<file path="config.mk">
export PLATFORM = sky130hd
export DESIGN_NAME = bridge_power_ctrl
export DESIGN_NICKNAME = d
export VERILOG_FILES = /design/src/core/bridge_power_ctrl.v
export VERILOG_INCLUDE_DIRS = /design/src /design/src/core
export SDC_FILE = /design/constraint.sdc
export NUM_CORES = 1
export LEC_CHECK = 0
export BUFFER_PORTS_ARGS = -buffer_cell sky130_fd_sc_hd__buf_2
export CELL_PAD_IN_SITES_DETAIL_PLACEMENT = 1
export CELL_PAD_IN_SITES_GLOBAL_PLACEMENT = 1
export CORE_MARGIN = 2
export CORE_UTILIZATION = 36
export CTS_CLUSTER_SIZE = 12
export DETAILED_ROUTE_END_ITERATION = 10
export PLACE_DENSITY_LB_ADDON = 0.25
export SYNTH_ARGS = -nofsm -noshare
export SYNTH_HDL_FRONTEND = slang
export SYNTH_SLANG_ARGS = --single-unit
</file>
<file path="constraint.sdc">
create_clock -name i_clk -period 36.4 [get_ports i_clk]
set_clock_uncertainty 0.1 [all_clocks]
set_input_delay 1.82 -clock i_clk [delete_from_list [all_inputs] [get_ports i_clk]]
set_output_delay 1.82 -clock i_clk [all_outputs]
set_load 0.02 [all_outputs]
</file>
<file path="src/core/bridge_power_regs.vh">
`ifndef BRIDGE_POWER_REGS_VH
`define BRIDGE_POWER_REGS_VH
// register byte offsets
`define REG_CTRL          8'h00
`define REG_DRIVE         8'h04
`define REG_RECOVERY      8'h08
`define REG_OVERCURRENT   8'h0C
`define REG_OPEN_LOAD     8'h10
`define REG_ALERT         8'h14
`define REG_BRIDGE_STATUS 8'h18
`define REG_WATCHDOG      8'h1C
// control register fields
`define CTRL_BRIDGE_EN    0
`define CTRL_DECAY_SIDE   1
`define CTRL_DECAY_SINGLE 2
`define CTRL_MON_EN       3
`define CTRL_REC_FREQ_LO  4
`define CTRL_REC_FREQ_HI  5
`define CTRL_MON_SEL_LO   8
`define CTRL_MON_SEL_HI   11
// drive codes, two bits per half-bridge
`define DRIVE_OFF         2'h0
`define DRIVE_HIGH_SIDE   2'h1
`define DRIVE_LOW_SIDE    2'h2
// gate output codes
`define GATE_RESISTIVE    2'h0
`define GATE_LOW          2'h1
`define GATE_HIGH         2'h2
// reset values
`define CTRL_RESET        32'h00000000
// axi responses
`define RESP_OKAY         2'h0
`define RESP_SLVERR       2'h2
// timing
`define CLK_PERIOD_NS     8
`define SINK_TIME_NS      32000
`endif

</file>
<file path="src/core/bridge_power_ctrl.v">
// How it works
// - active output undercurrent past filter sets open-load
// - overcurrent past filter sets flag, output off
// - without recovery, off until flag cleared
// - source select routes one output to monitor
// - monitor blanked after high-side switch-on, then enabled
// - monitor high impedance while selected output off
// - monitor enable cleared disables current monitor
// - opposite driver waits cross-current time after turn-off
// - on expiry fast turn-off, opposite turns on
// - recovery enabled restarts output after recovery time
// - recovery repetition follows frequency setting
// - alert set on entering auto-recovery
// - recovery cleared, persisting overload switches off
// - disabled, pump-low, thermal: resistive; overvoltage: low
// - drain-source short turns off only that leg
// - pwm high drives diagonal set by direction
// - pwm low, low-side decay per single select
// - pwm low, high-side decay per single select
// - unconnected direction and pwm read low
// - long-open window forces bridge off until trigger
// - failure resistive entry sinks first 32 us
`include "bridge_power_regs.vh"
`timescale 1ns/1ps
`default_nettype none
module bridge_power_ctrl #(
  parameter NOUT         = 4,
  parameter CNT_W        = 16,
  parameter OL_FILT_CYC  = 16,
  parameter OC_FILT_CYC  = 8,
  parameter BLANK_CYC    = 32,
  parameter CCP_CYC      = 16,
  parameter REC_BASE_CYC = 256
) (
  input  wire              i_clk,
  input  wire              i_rst_n,
  input  wire [7:0]        i_awaddr,
  input  wire              i_awvalid,
  output reg               o_awready,
  input  wire [31:0]       i_wdata,
  input  wire [3:0]        i_wstrb,
  input  wire              i_wvalid,
  output reg               o_wready,
  output reg  [1:0]        o_bresp,
  output reg               o_bvalid,
  input  wire              i_bready,
  input  wire [7:0]        i_araddr,
  input  wire              i_arvalid,
  output reg               o_arready,
  output reg  [31:0]       o_rdata,
  output reg  [1:0]        o_rresp,
  output reg               o_rvalid,
  input  wire              i_rready,
  input  wire [NOUT-1:0]   i_out_undercurrent,
  input  wire [NOUT-1:0]   i_out_overcurrent,
  output reg  [NOUT-1:0]   o_out_high_gate,
  output reg  [NOUT-1:0]   o_out_low_gate,
  output reg  [NOUT-1:0]   o_out_fast_off,
  output reg  [1:0]        o_monitor_source_select,
  output reg               o_current_image_pin_drive,
  input  wire              i_bridge_direction_input,
  input  wire              i_bridge_pwm_input,
  input  wire              i_pump_low_flag,
  input  wire              i_supply_overvoltage_flag,
  input  wire              i_supply_undervoltage_flag,
  input  wire              i_thermal_shutdown_flag,
  input  wire [1:0]        i_drain_source_fault_flag,
  input  wire              i_watchdog_safe_window,
  output reg  [1:0]        o_first_high_gate,
  output reg  [1:0]        o_first_low_gate,
  output reg  [1:0]        o_second_high_gate,
  output reg  [1:0]        o_second_low_gate
);
  localparam SINK_CYC = (`SINK_TIME_NS + `CLK_PERIOD_NS - 1) / `CLK_PERIOD_NS;
  localparam PIN_N    = 2 * NOUT + 7;

  // reset release through two flops
  reg rst_meta;
  reg rst_n;
  always @(posedge i_clk or negedge i_rst_n) begin
    if (!i_rst_n) begin
      rst_meta <= 1'b0;
      rst_n    <= 1'b0;
    end else begin
      rst_meta <= 1'b1;
      rst_n    <= rst_meta;
    end
  end

  // all pins except i_watchdog_safe_window pass two flops; open pins idle low thanks to the pad pull-down
  wire [PIN_N-1:0] pin_raw = {i_out_undercurrent, i_out_overcurrent,
                              i_bridge_direction_input, i_bridge_pwm_input,
                              i_pump_low_flag, i_supply_overvoltage_flag,
                              i_supply_undervoltage_flag, i_thermal_shutdown_flag,
                              i_drain_source_fault_flag[1]};
  reg [PIN_N-1:0] pin_meta;
  reg [PIN_N-1:0] pin_sync;
  reg [1:0]       ds_meta0;
  always @(posedge i_clk or negedge rst_n) begin
    if (!rst_n) begin
      pin_meta <= {PIN_N{1'b0}};
      pin_sync <= {PIN_N{1'b0}};
      ds_meta0 <= 2'h0;
    end else begin
      pin_meta <= pin_raw;
      pin_sync <= pin_meta;
      ds_meta0 <= {ds_meta0[0], i_drain_source_fault_flag[0]};
    end
  end
  wire [NOUT-1:0] under_s = pin_sync[PIN_N-1 -: NOUT];
  wire [NOUT-1:0] over_s  = pin_sync[NOUT+6 -: NOUT];
  wire            dir_s   = pin_sync[6];
  wire            pwm_s   = pin_sync[5];
  wire            pump_s  = pin_sync[4];
  wire            ov_s    = pin_sync[3];
  wire            uv_s    = pin_sync[2];
  wire            tsd_s   = pin_sync[1];
  wire [1:0]      ds_s    = {pin_sync[0], ds_meta0[1]};

  // software registers
  reg [31:0]      ctrl;
  reg [31:0]      drive;
  reg [NOUT-1:0]  recov_en;
  reg [NOUT-1:0]  oc_flag;
  reg [NOUT-1:0]  ol_flag;
  reg [NOUT-1:0]  alert_flag;
  reg             long_open;
  wire            bridge_en   = ctrl[`CTRL_BRIDGE_EN];
  wire            decay_side  = ctrl[`CTRL_DECAY_SIDE];
  wire            decay_one   = ctrl[`CTRL_DECAY_SINGLE];
  wire            mon_en      = ctrl[`CTRL_MON_EN];
  wire [1:0]      rec_freq    = ctrl[`CTRL_REC_FREQ_HI:`CTRL_REC_FREQ_LO];
  wire [3:0]      mon_sel     = ctrl[`CTRL_MON_SEL_HI:`CTRL_MON_SEL_LO];

  // write channel: both address and data taken in the same cycle
  wire wr_go = o_awready & i_awvalid & o_wready & i_wvalid;
  wire rd_go = o_arready & i_arvalid;
  wire [NOUT-1:0] oc_set;
  wire [NOUT-1:0] ol_set;
  wire [NOUT-1:0] alert_set;
  wire [NOUT-1:0] wr_clr;
  wire            wr_hit_oc = wr_go & (i_awaddr == `REG_OVERCURRENT);
  wire            wr_hit_ol = wr_go & (i_awaddr == `REG_OPEN_LOAD);
  wire            wr_hit_al = wr_go & (i_awaddr == `REG_ALERT);
  assign wr_clr = i_wdata[NOUT-1:0];

  // bus handshake and register writes; hardware sets win over clears
  always @(posedge i_clk or negedge rst_n) begin
    if (!rst_n) begin
      o_awready  <= 1'b0;
      o_wready   <= 1'b0;
      o_bvalid   <= 1'b0;
      o_bresp    <= `RESP_OKAY;
      ctrl       <= `CTRL_RESET;
      drive      <= 32'h00000000;
      recov_en   <= {NOUT{1'b0}};
      oc_flag    <= {NOUT{1'b0}};
      ol_flag    <= {NOUT{1'b0}};
      alert_flag <= {NOUT{1'b0}};
      long_open  <= 1'b1;
    end else begin
      o_awready <= i_awvalid & i_wvalid & ~o_awready & ~o_bvalid;
      o_wready  <= i_awvalid & i_wvalid & ~o_awready & ~o_bvalid;
      if (o_bvalid && i_bready) begin
        o_bvalid <= 1'b0;
      end
      if (wr_go) begin
        o_bvalid <= 1'b1;
        o_bresp  <= `RESP_OKAY;
        if (i_awaddr == `REG_CTRL) begin
          if (i_wstrb[0]) ctrl[7:0]  <= i_wdata[7:0];
          if (i_wstrb[1]) ctrl[15:8] <= i_wdata[15:8];
        end else if (i_awaddr == `REG_DRIVE) begin
          if (i_wstrb[0]) drive[7:0] <= i_wdata[7:0];
          if (i_wstrb[1]) drive[15:8] <= i_wdata[15:8];
        end else if (i_awaddr == `REG_RECOVERY) begin
          recov_en <= i_wdata[NOUT-1:0];
        end else if (i_awaddr == `REG_WATCHDOG) begin
          if (!i_wdata[0] && i_watchdog_safe_window) long_open <= 1'b0;
        end else if (!wr_hit_oc && !wr_hit_ol && !wr_hit_al) begin
          o_bresp <= `RESP_SLVERR;
        end
      end
      oc_flag    <= oc_set | (oc_flag & ~(wr_hit_oc ? wr_clr : {NOUT{1'b0}}));
      ol_flag    <= ol_set | (ol_flag & ~(wr_hit_ol ? wr_clr : {NOUT{1'b0}}));
      alert_flag <= alert_set | (alert_flag & ~(wr_hit_al ? wr_clr : {NOUT{1'b0}}));
    end
  end

  // read channel, one transfer at a time
  reg [31:0] rd_word;
  reg        rd_ok;
  always @* begin
    rd_word = 32'h00000000;
    rd_ok   = 1'b1;
    if (i_araddr == `REG_CTRL) begin
      rd_word = {16'h0000, ctrl[15:0]};
    end else if (i_araddr == `REG_DRIVE) begin
      rd_word = {16'h0000, drive[15:0]};
    end else if (i_araddr == `REG_RECOVERY) begin
      rd_word[NOUT-1:0] = recov_en;
    end else if (i_araddr == `REG_OVERCURRENT) begin
      rd_word[NOUT-1:0] = oc_flag;
    end else if (i_araddr == `REG_OPEN_LOAD) begin
      rd_word[NOUT-1:0] = ol_flag;
    end else if (i_araddr == `REG_ALERT) begin
      rd_word[NOUT-1:0] = alert_flag;
    end else if (i_araddr == `REG_BRIDGE_STATUS) begin
      rd_word[7:0] = {1'b0, long_open, ds_s, tsd_s, uv_s, ov_s, pump_s};
    end else if (i_araddr == `REG_WATCHDOG) begin
      rd_word[1] = long_open;
    end else begin
      rd_ok = 1'b0;
    end
  end
  always @(posedge i_clk or negedge rst_n) begin
    if (!rst_n) begin
      o_arready <= 1'b0;
      o_rvalid  <= 1'b0;
      o_rdata   <= 32'h00000000;
      o_rresp   <= `RESP_OKAY;
    end else begin
      o_arready <= i_arvalid & ~o_arready & ~o_rvalid;
      if (o_rvalid && i_rready) begin
        o_rvalid <= 1'b0;
      end
      if (rd_go) begin
        o_rvalid <= 1'b1;
        o_rdata  <= rd_word;
        o_rresp  <= rd_ok ? `RESP_OKAY : `RESP_SLVERR;
      end
    end
  end

  // per half-bridge: protection, recovery and cross-current delay
  wire [CNT_W-1:0] rec_time = REC_BASE_CYC[CNT_W-1:0] << rec_freq;
  genvar g;
  generate
    for (g = 0; g < NOUT; g = g + 1) begin : g_out
      reg              tripped;
      reg [CNT_W-1:0]  oc_cnt;
      reg [CNT_W-1:0]  ol_cnt;
      reg [CNT_W-1:0]  rec_cnt;
      reg [CNT_W-1:0]  dead_cnt;
      wire [1:0] mode    = drive[2*g+1:2*g];
      wire       is_on   = o_out_high_gate[g] | o_out_low_gate[g];
      wire       want_hs = (mode == `DRIVE_HIGH_SIDE) & ~tripped;
      wire       want_ls = (mode == `DRIVE_LOW_SIDE) & ~tripped;
      wire       oc_hit  = is_on & over_s[g] & (oc_cnt == OC_FILT_CYC[CNT_W-1:0]);
      assign oc_set[g]    = oc_hit;
      assign ol_set[g]    = is_on & under_s[g] & (ol_cnt == OL_FILT_CYC[CNT_W-1:0]);
      assign alert_set[g] = oc_hit & recov_en[g];

      // filters count while the condition holds on an active stage
      always @(posedge i_clk or negedge rst_n) begin
        if (!rst_n) begin
          oc_cnt <= {CNT_W{1'b0}};
          ol_cnt <= {CNT_W{1'b0}};
        end else begin
          if (!is_on || !over_s[g] || oc_hit) oc_cnt <= {CNT_W{1'b0}};
          else oc_cnt <= oc_cnt + 1'b1;
          if (!is_on || !under_s[g] || ol_set[g]) ol_cnt <= {CNT_W{1'b0}};
          else ol_cnt <= ol_cnt + 1'b1;
        end
      end

      // latched shutdown; recovery retries, otherwise wait for the flag clear
      always @(posedge i_clk or negedge rst_n) begin
        if (!rst_n) begin
          tripped <= 1'b0;
          rec_cnt <= {CNT_W{1'b0}};
        end else if (oc_hit) begin
          tripped <= 1'b1;
          rec_cnt <= {CNT_W{1'b0}};
        end else if (tripped && recov_en[g]) begin
          rec_cnt <= rec_cnt + 1'b1;
          if (rec_cnt + 1'b1 >= rec_time) tripped <= 1'b0;
        end else if (tripped && !oc_flag[g]) begin
          tripped <= 1'b0;
        end
      end

      // turn off first, hold the dead time, then fast off and turn on
      always @(posedge i_clk or negedge rst_n) begin
        if (!rst_n) begin
          o_out_high_gate[g] <= 1'b0;
          o_out_low_gate[g]  <= 1'b0;
          o_out_fast_off[g]  <= 1'b0;
          dead_cnt           <= {CNT_W{1'b0}};
        end else if ((o_out_high_gate[g] && !want_hs) || (o_out_low_gate[g] && !want_ls)) begin
          o_out_high_gate[g] <= o_out_high_gate[g] & want_hs;
          o_out_low_gate[g]  <= o_out_low_gate[g] & want_ls;
          o_out_fast_off[g]  <= 1'b0;
          dead_cnt           <= CCP_CYC[CNT_W-1:0];
        end else if (dead_cnt != {CNT_W{1'b0}}) begin
          dead_cnt <= dead_cnt - 1'b1;
          if (dead_cnt == {{(CNT_W-1){1'b0}}, 1'b1}) o_out_fast_off[g] <= 1'b1;
        end else begin
          o_out_high_gate[g] <= want_hs;
          o_out_low_gate[g]  <= want_ls;
        end
      end
    end
  endgenerate

  // current monitor: mux, blanking and high impedance
  reg [CNT_W-1:0] blank_cnt;
  wire            sel_on = o_out_high_gate[mon_sel[1:0]];
  always @(posedge i_clk or negedge rst_n) begin
    if (!rst_n) begin
      blank_cnt                 <= {CNT_W{1'b0}};
      o_monitor_source_select   <= 2'h0;
      o_current_image_pin_drive <= 1'b0;
    end else begin
      o_monitor_source_select <= mon_sel[1:0];
      if (!mon_en || !sel_on || mon_sel[1:0] != o_monitor_source_select) begin
        blank_cnt                 <= {CNT_W{1'b0}};
        o_current_image_pin_drive <= 1'b0;
      end else if (blank_cnt != BLANK_CYC[CNT_W-1:0]) begin
        blank_cnt <= blank_cnt + 1'b1;
      end else begin
        o_current_image_pin_drive <= 1'b1;
      end
    end
  end

  // bridge truth table; disable and faults are looked at first
  reg [7:0] next_gates;
  reg       next_fail_rl;
  reg [1:0] leg1;
  reg [1:0] leg2;
  always @* begin
    next_fail_rl = 1'b0;
    leg1 = {`GATE_LOW};
    leg2 = {`GATE_LOW};
    next_gates = {4{`GATE_RESISTIVE}};
    if (!bridge_en) begin
      next_gates = {4{`GATE_RESISTIVE}};
    end else if (pump_s || tsd_s) begin
      next_gates   = {4{`GATE_RESISTIVE}};
      next_fail_rl = 1'b1;
    end else if (ov_s || uv_s || long_open) begin
      next_gates = {4{`GATE_LOW}};
    end else begin
      // order in next_gates: first high, first low, second high, second low
      if (pwm_s) begin
        next_gates = dir_s ? {`GATE_HIGH, `GATE_LOW, `GATE_LOW, `GATE_HIGH}
                           : {`GATE_LOW, `GATE_HIGH, `GATE_HIGH, `GATE_LOW};
      end else if (!decay_side) begin
        if (!decay_one)
          next_gates = {`GATE_LOW, `GATE_HIGH, `GATE_LOW, `GATE_HIGH};
        else if (!dir_s)
          next_gates = {`GATE_LOW, `GATE_HIGH, `GATE_LOW, `GATE_LOW};
        else
          next_gates = {`GATE_LOW, `GATE_LOW, `GATE_LOW, `GATE_HIGH};
      end else begin
        if (!decay_one)
          next_gates = {`GATE_HIGH, `GATE_LOW, `GATE_HIGH, `GATE_LOW};
        else if (!dir_s)
          next_gates = {`GATE_LOW, `GATE_LOW, `GATE_HIGH, `GATE_LOW};
        else
          next_gates = {`GATE_HIGH, `GATE_LOW, `GATE_LOW, `GATE_LOW};
      end
      if (ds_s[0]) next_gates[7:4] = {leg1, leg1};
      if (ds_s[1]) next_gates[3:0] = {leg2, leg2};
    end
  end

  // failure entry into resistive low sinks hard first
  reg        fail_rl_q;
  reg [12:0] sink_cnt;
  wire       sink_start = next_fail_rl & ~fail_rl_q;
  always @(posedge i_clk or negedge rst_n) begin
    if (!rst_n) begin
      fail_rl_q          <= 1'b0;
      sink_cnt           <= 13'h0000;
      o_first_high_gate  <= `GATE_RESISTIVE;
      o_first_low_gate   <= `GATE_RESISTIVE;
      o_second_high_gate <= `GATE_RESISTIVE;
      o_second_low_gate  <= `GATE_RESISTIVE;
    end else begin
      fail_rl_q <= next_fail_rl;
      if (sink_start) sink_cnt <= SINK_CYC[12:0];
      else if (!next_fail_rl) sink_cnt <= 13'h0000;
      else if (sink_cnt != 13'h0000) sink_cnt <= sink_cnt - 1'b1;
      if (sink_start || (next_fail_rl && sink_cnt > 13'h0001)) begin
        o_first_high_gate  <= `GATE_LOW;
        o_first_low_gate   <= `GATE_LOW;
        o_second_high_gate <= `GATE_LOW;
        o_second_low_gate  <= `GATE_LOW;
      end else begin
        o_first_high_gate  <= next_gates[7:6];
        o_first_low_gate   <= next_gates[5:4];
        o_second_high_gate <= next_gates[3:2];
        o_second_low_gate  <= next_gates[1:0];
      end
    end
  end
endmodule // bridge_power_ctrl
`default_nettype wire

</file>
==> results.md, run 1 <==
* Status: complete, no violations
* Final Core Density at 41.3%
* FILL cells at 6,404
* Area growth syn-to-layout at 13.9%
* Pre-CTS setup slack at 32.23 ns
* Sequential share of the synthesized area at approximately half
* Final WL at 49.3 mm
* Initial antenna violation count at 4
* Crit-path max FO at 9
* Met1 Usage GRT at ~23%
* Initial Util at 36.3%
* Share of cells above drive strength 1 at 11.5%
* Number of setup buffers added after CTS at 0
* CP Data Required Time at 36.80 ns
* Number of buffers created by CTS at 49
* Setup WS post-layout at 32.82 ns
* CTS max path bufs at 3
* GR met3 Demand/Resource at roughly 2.8%
* Core ar. at 0.0562 mm2
* HP Class: reg2reg
* Pleak at 0.00989 uW
* I/O Buffers at 103
* DR vias/cell at 5.11
* Period utilisation layout at approximately a tenth
* Vias in the first global route at 15,900
* CP bufs+invs at 1
* Total vias in the final route at 15,000
* Peak Freq at 279 MHz
* Commonest cells after routing, fill and taps aside: dfrtp_1, nor2_1, xor2_1, nand2_1, buf_2
* Hold Violations, Final at 0
* Grt met2 use at 28.8%
* Cells after Synth at between 2,000 and 2,500
* Commonest non-fill, non-tap cell in the layout: dfrtp_1
* Hold Buf Count CTS at 0
* Drt initial violations at 730
* GRT busiest layer: met2
* P per Cell Area at 43.8 mW/mm2
* Die height at approximately 240 um
* First-pass GRT wire length at about 83 mm
* Crit path largest cell delay at 0.65 ns
* Main flop type after synthesis: dfrtp_1
* Post-layout min period at about 3.6 ns
* EDFF count, synth at 0
* Root buffer cell: clkbuf_16
* Max cap viols at 0
* Post-synthesis cell type count at 61
* DPL Wire Length at around 35 mm
* Clk sinks at about 420
* CP arrival at slightly below 4 ns
* H-Tree Level Count at 2
* Slowest CP cell: nor4_1
* Global route total overflow at 0
* Synth warnings at 0
* Largest net degree at the start of global routing at 166
* DIE AREA at between 0.05 and 0.06 mm2
* Row count at 87
* Clk slew on worst S/H paths at 0.06 ns
* Final slew viol count at 0
* Setup repair after global routing missed its margin: no
* Critical path startpoint category: input port
* Async set or reset register ratio after synthesis at 100%
* Nets at 2,268
* Setup TNS at 0 ns
* Finish-stage setup viols at 0
* Synth Register Bits at 418
* Hold Worst Slack at 0.227 ns
* Syn avg cell area at 9.97 um2
* Worst ir drop on vdd at 0.0301 mV
* Placer congestion estimate at 0.784
* Routed Antenna Nets at 0
* Post-CTS sizing at 0
* Slew headroom at between 30 and 40%
* Post-Syn Area at 0.0204 mm2
* CTS tree: yes
* CP cell instances: buf_2 -> or2_2 -> nor4_1 -> nor2b_1 -> nand2_1 -> o21ai_0
* IO Pins at 140
* DRT Pass-1 Iters at 4
* Slew @ Worst Pin at about 1.0 ns
* GRT Overall Usage at between 15 and 20%
* DR WL/cell at ~17 um
* Cell family with most CP delay: simple AND/OR/NAND/NOR gates
* Chip width at 242 um
* Worst-Skew Late Latency at a little under 0.6 ns
* Remaining DRCs at 0
* WS Path Type: in2reg
* CP endpoint kind: flop
[worst paths after layout]
kind | startpoint | end | slack [ns] | cells past startpoint
setup reg to reg | g_out[0].rec_cnt[3] | g_out[0].tripped | 33.43 | 9
max in group asynchronous | rst_n | sink_cnt[0] | 33.47 | 2
min in group asynchronous | rst_n | g_out[3].oc_cnt[6] | 0.36 | 0
setup / recovery | i_araddr[1] | o_rdata[13] | 32.82 | 6
hold / removal | pin_meta[12] | pin_sync[12] | 0.23 | 0
hold reg to reg | pin_meta[12] | pin_sync[12] | 0.23 | 0
[cells in the mapped netlist (3+ instances only)]
master	n	share of area [%]
dfrtp_1	417	51
nor2_1	332	6.1
xor2_1	152	6.5
nand2_1	137	2.5
xnor2_1	99	4.3
o21ai_0	81	2.0
nand3_1	75	1.8
nand4_1	71	2.2
inv_1	60	1.1
a21oi_1	56	1.4
clkbuf_1	54	0.99
nor3_1	49	1.2
ha_1	48	2.9
nor4_1	46	1.4
mux2_2	37	2.0
and2_1	34	1.0
or3_1	25	0.77
and4_1	22	0.95
and3_1	21	0.64
nand2b_1	21	0.64
buf_4	19	0.70
nor3b_1	17	0.63
mux2i_1	16	0.79
or4_1	15	0.55
a31oi_1	11	0.34
nor4b_1	11	0.47
o31ai_1	10	0.37
nor2b_1	9	0.28
a211oi_1	8	0.29
o211ai_1	8	0.29
a22o_1	7	0.30
buf_1	7	0.13
o21a_1	7	0.26
a21o_1	6	0.22
a21boi_0	5	0.18
or2_2	5	0.15
a2111oi_0	4	0.17
nand4b_1	4	0.17
o2bb2ai_1	4	0.17
or3b_2	4	0.17
mux4_2	3	0.33
[per-layer routing]
layer,wire (um),share of wire (%)
met2,23500,48
met3,1650,3.3
met5,16,0.032
met1,23100,47
met4,1040,2.1
[sequential cells by signal, summed over array words and instances, names as in the netlist, 4 cells and up]
| name | cells |
|---|---|
| alert_flag | 4 |
| blank_cnt | 16 |
| ctrl | 15 |
| drive | 16 |
| g_out.dead_cnt | 64 |
| g_out.oc_cnt | 64 |
| g_out.ol_cnt | 64 |
| g_out.rec_cnt | 64 |
| g_out.tripped | 4 |
| o_out_fast_off | 4 |
| o_out_high_gate | 4 |
| o_out_low_gate | 4 |
| o_rdata | 16 |
| oc_flag | 4 |
| ol_flag | 4 |
| pin_meta | 15 |
| pin_sync | 15 |
| recov_en | 4 |
| sink_cnt | 13 |
[cell type report]
| type | count | area [um2] | area share, % |
|---|---|---|---|
| flip-flops and latches | 418 | 10500 | 45.1 |
| multi-input cells | 1501 | 9380 | 40.4 |
| clock buffers | 73 | 1460 | 6.27 |
| well taps | 756 | 946 | 4.08 |
| repair buffers | 114 | 611 | 2.63 |
| inverters | 60 | 225 | 0.970 |
| clock inverters | 17 | 125 | 0.539 |
| diodes | 2 | 5.00 | 0.0216 |
[through the flow]
step                      area [um2]  instances  power (uW)
final                          23200       2941        1020
after floorplan                20400       2061         528
after global placement         21600       2849         542
after global routing           23200       2939        1060
after detailed placement       21600       2849         545
after CTS                      23200       2939        1030
[cell families after synthesis]
group | count (synthesis) | synth area share (%)
muxes | 56 | 3.16
buffers and inverters | 142 | 2.98
adders and majority gates | 48 | 2.95
other | 2 | 0.0368
and+or+nand+nor | 906 | 22.2
AOI/OAI and AO/OA | 221 | 6.60
DFF | 418 | 51.3
xor gates and xnor gates | 251 | 10.8
[report_power, final]
part           total [uW]  internal, uW  switching (uW)
Combinational        47.1          16.5            30.5
Sequential            488           476            12.2
Clock                 480           283             197
[worst reg2reg max path: cells and delay by family (launching register included)]
kind	cells	cell delay, ns
AND/OR/NAND/NOR	4	1.39
AO/OA/AOI/OAI	3	0.53
flip-flops	1	0.42
adder cells (fa/ha/maj)	1	0.26
XOR/XNOR	1	0.20
Note: power is estimated with default switching activity, not from simulation.
==> run 2, diff against run 1 <==
Clock period 36.4 ns to 3.65 ns, I/O delays scaled along.
==> run 2 against run 1 <==
Compared with the run above:
- total power rose to 10 times the previous value
- sequential cell count unchanged
- combinational power rose to 11 times the previous value
- via count up 1.8%
- register-to-register slack worse by 33 ns
- cell count up 1.8%
- sequential power rose to 10 times the previous value
- clock power rose to 10 times the previous value
- cell area up 2.7%
- highest routed layer unchanged
==> results.md, run 2 (synthesis results as in run 1) <==
* Nets at 2,327 (+2.6%)
* Reg2Reg Launch Point: g_out[0].rec_cnt[3]
* CP bufs+invs at 0 (-1)
* IO Pins at 140 (unchanged)
* CP endpoint kind: flop
* Slew headroom at 34.5% (+1.5 points)
* Clk slew on worst S/H paths at 0.06 ns (about the same)
* Row count at 87 (unchanged)
* Final WL at 51.1 mm (+3.7%)
* CP arrival at 3.33 ns (-0.65 ns)
* Pre-CTS setup slack at 0.721 ns (-31.51 ns)
* Launch point of the worst path: g_out[0].rec_cnt[3]
* Global route total overflow at 0 (unchanged)
* Number of setup buffers added after CTS at 0 (unchanged)
* Cell family with most CP delay: simple AND/OR/NAND/NOR gates
* Placer congestion estimate at 0.806 (+2.8%)
* Hold Violations, Final at 0 (unchanged)
* Vias in the first global route at 16,600 (+4.0%)
* Switching pwr at 2430 uW (+910%)
* Setup WS post-layout at 0.717 ns (-32.10 ns)
* Pleak at 0.0102 uW (+2.6%)
* Worst-Skew Late Latency at 0.59 ns (about the same)
* Post-CTS sizing at 0 (unchanged)
* CTS tree: yes
* Chip width at 242 um (unchanged)
* Comb power frac at 5.2% (+0.6 points)
* Number of buffers created by CTS at 50 (+2.0%)
* Setup repair after global routing missed its margin: no
* Clock Power Share at 47.1% (-0.2 points)
* Slowest CP cell: nor3_1
* Max cap viols at 0 (unchanged)
* Commonest cells after routing, fill and taps aside: dfrtp_1, nor2_1, xor2_1, nand2_1, buf_2
* Total vias in the final route at 15,300 (+1.8%)
* Clk sinks at 418 (unchanged)
* Sequential power share at 47.7% (-0.4 points)
* Root buffer cell: clkbuf_16
* Worst ir drop on vdd at 0.301 mV (+900%)
* Commonest non-fill, non-tap cell in the layout: dfrtp_1
* Hold_sp: i_araddr[7]
* Crit-path max FO at 8 (-1)
* Remaining DRCs at 0 (unchanged)
* Peak Freq at 341 MHz
* WS Path Type: reg2reg
* DR WL/cell at 17.1 um (+1.8%)
* CP cell instances: nand4_1 -> nor3_1 -> nand3_1 -> xnor2_1 -> ha_1 -> o21ai_0 -> a21oi_1 -> or4_1 -> o31ai_1
* Switching part of the total at 23.8% (+0.18 points)
* Die height at 242 um (unchanged)
* Finish-stage setup viols at 0 (unchanged)
* Critical path startpoint category: flop
* P per Cell Area at 429 mW/mm2 (+880%)
* Area growth syn-to-layout at 16.9%
* First-pass GRT wire length at 86.2 mm (+3.3%)
* Routed Antenna Nets at 0 (unchanged)
* DR vias/cell at 5.11 (about the same)
* DRT Pass-1 Iters at 4 (unchanged)
* Final slew viol count at 0 (unchanged)
* Post-layout min period at 2.93 ns
* Core ar. at 0.0562 mm2 (unchanged)
* DIE AREA at 0.0585 mm2 (unchanged)
* Initial Util at 36.3% (unchanged)
* H-Tree Level Count at 2 (unchanged)
* Period utilisation layout at between 80% and 90%
* GRT Overall Usage at 17.7% (+0.54 points)
* Crit path largest cell delay at 0.51 ns (-0.14 ns)
* CP Data Required Time at 4.04 ns (-32.76 ns)
* CTS max path bufs at 3 (unchanged)
* Status: complete, no violations
* DPL Wire Length at 36.0 mm (+3.2%)
* Initial antenna violation count at 2 (-2)
* Drt initial violations at 786 (+7.7%)
* Slew @ Worst Pin at 0.982 ns (-0.0227 ns)
* I/O Buffers at 103 (unchanged)
* Final Core Density at 42.4% (+1.1 points)
* HP Class: in2reg
* Largest net degree at the start of global routing at 64 (-61%)
* Share of cells above drive strength 1 at 11.4% (-0.054 points)
* Internal Pwr Total at 7780 uW (+900%)
-- run 2: cell count changes in the layout (fill, tap and decap cells not counted), moves of 2 or more --
cell	before	now
buf_12	1	6
buf_4	10	13
clkbuf_8	14	12
clkinv_2	11	7
dlygate4sd3_1	0	50
-- run 2: repair_timing --
item,in CTS,in global routing
endpoints found under the setup margin,0,0
hold buffers,50,0
endpoints found under the hold margin,82,0
-- run 2: path summary, 6_finish.rpt --
check | endpoint | slack, ns | cells past startpoint
min in group asynchronous | rst_n | 0.35 | 3
worst min register to register | pin_sync[11] | 0.25 | 0
worst min-delay path | o_rdata[0] | 0.04 | 4
worst max-delay path | g_out[0].tripped | 0.72 | 9
worst max register to register | g_out[0].tripped | 0.72 | 9
max in group asynchronous | g_out[2].ol_cnt[10] | 2.18 | 1
-- run 2: worst min-delay path, stage by stage --
cell and delay (ns):
buf_2 0.08, nor4_1 0.07, nor2b_1 0.18, a22o_1 0.18
-- run 2: through the flow --
| stage | hold WS [ns] | TNS, ns | std cells | power [uW] | cell area, um2 |
|---|---|---|---|---|---|
| detailed placement | -0.131 | 0 | 2857 | 5450 | 21700 |
| finish | 0.0359 | 0 | 2994 | 10200 | 23800 |
| CTS | 0.000744 | 0 | 2993 | 10400 | 23800 |
| global placement | -0.132 | 0 | 2857 | 5420 | 21700 |
| global route | 0.0414 | 0 | 2994 | 10700 | 23800 |
| floorplan | -0.213 | -228.04 | 2061 | 5270 | 20400 |
-- run 2: power by group through the flow --
stage	registers (uW)	logic, uW	clock network, uW
after floorplan	4980	283	0
after global placement	4950	475	0
after detailed placement	4950	495	0
after CTS	4870	539	4980
after global routing	4890	608	5180
final	4870	528	4810
-- run 2: layer usage --
| layer | global-route usage (%) | vias to the layer above | wire (um) |
|---|---|---|---|
| met3 | 3.12 | 62 | 1950 |
| met2 | 30.2 | 187 | 24600 |
| met1 | 23.1 | 7699 | 23400 |
| met4 | 5.08 | 2 | 1150 |
| li1 | - | 7358 | - |
| met5 | 0 | - | 16 |
-- run 2: final cells by class --
class / count / area [um2]
fillers: 6296 / 32300
inverters: 60 / 225
flip-flops and latches: 418 / 10500
repair buffers: 172 / 1230
well taps: 756 / 946
clock inverters: 15 / 129
clock buffers: 71 / 1450
diodes: 1 / 2.50
multi-input cells: 1501 / 9380
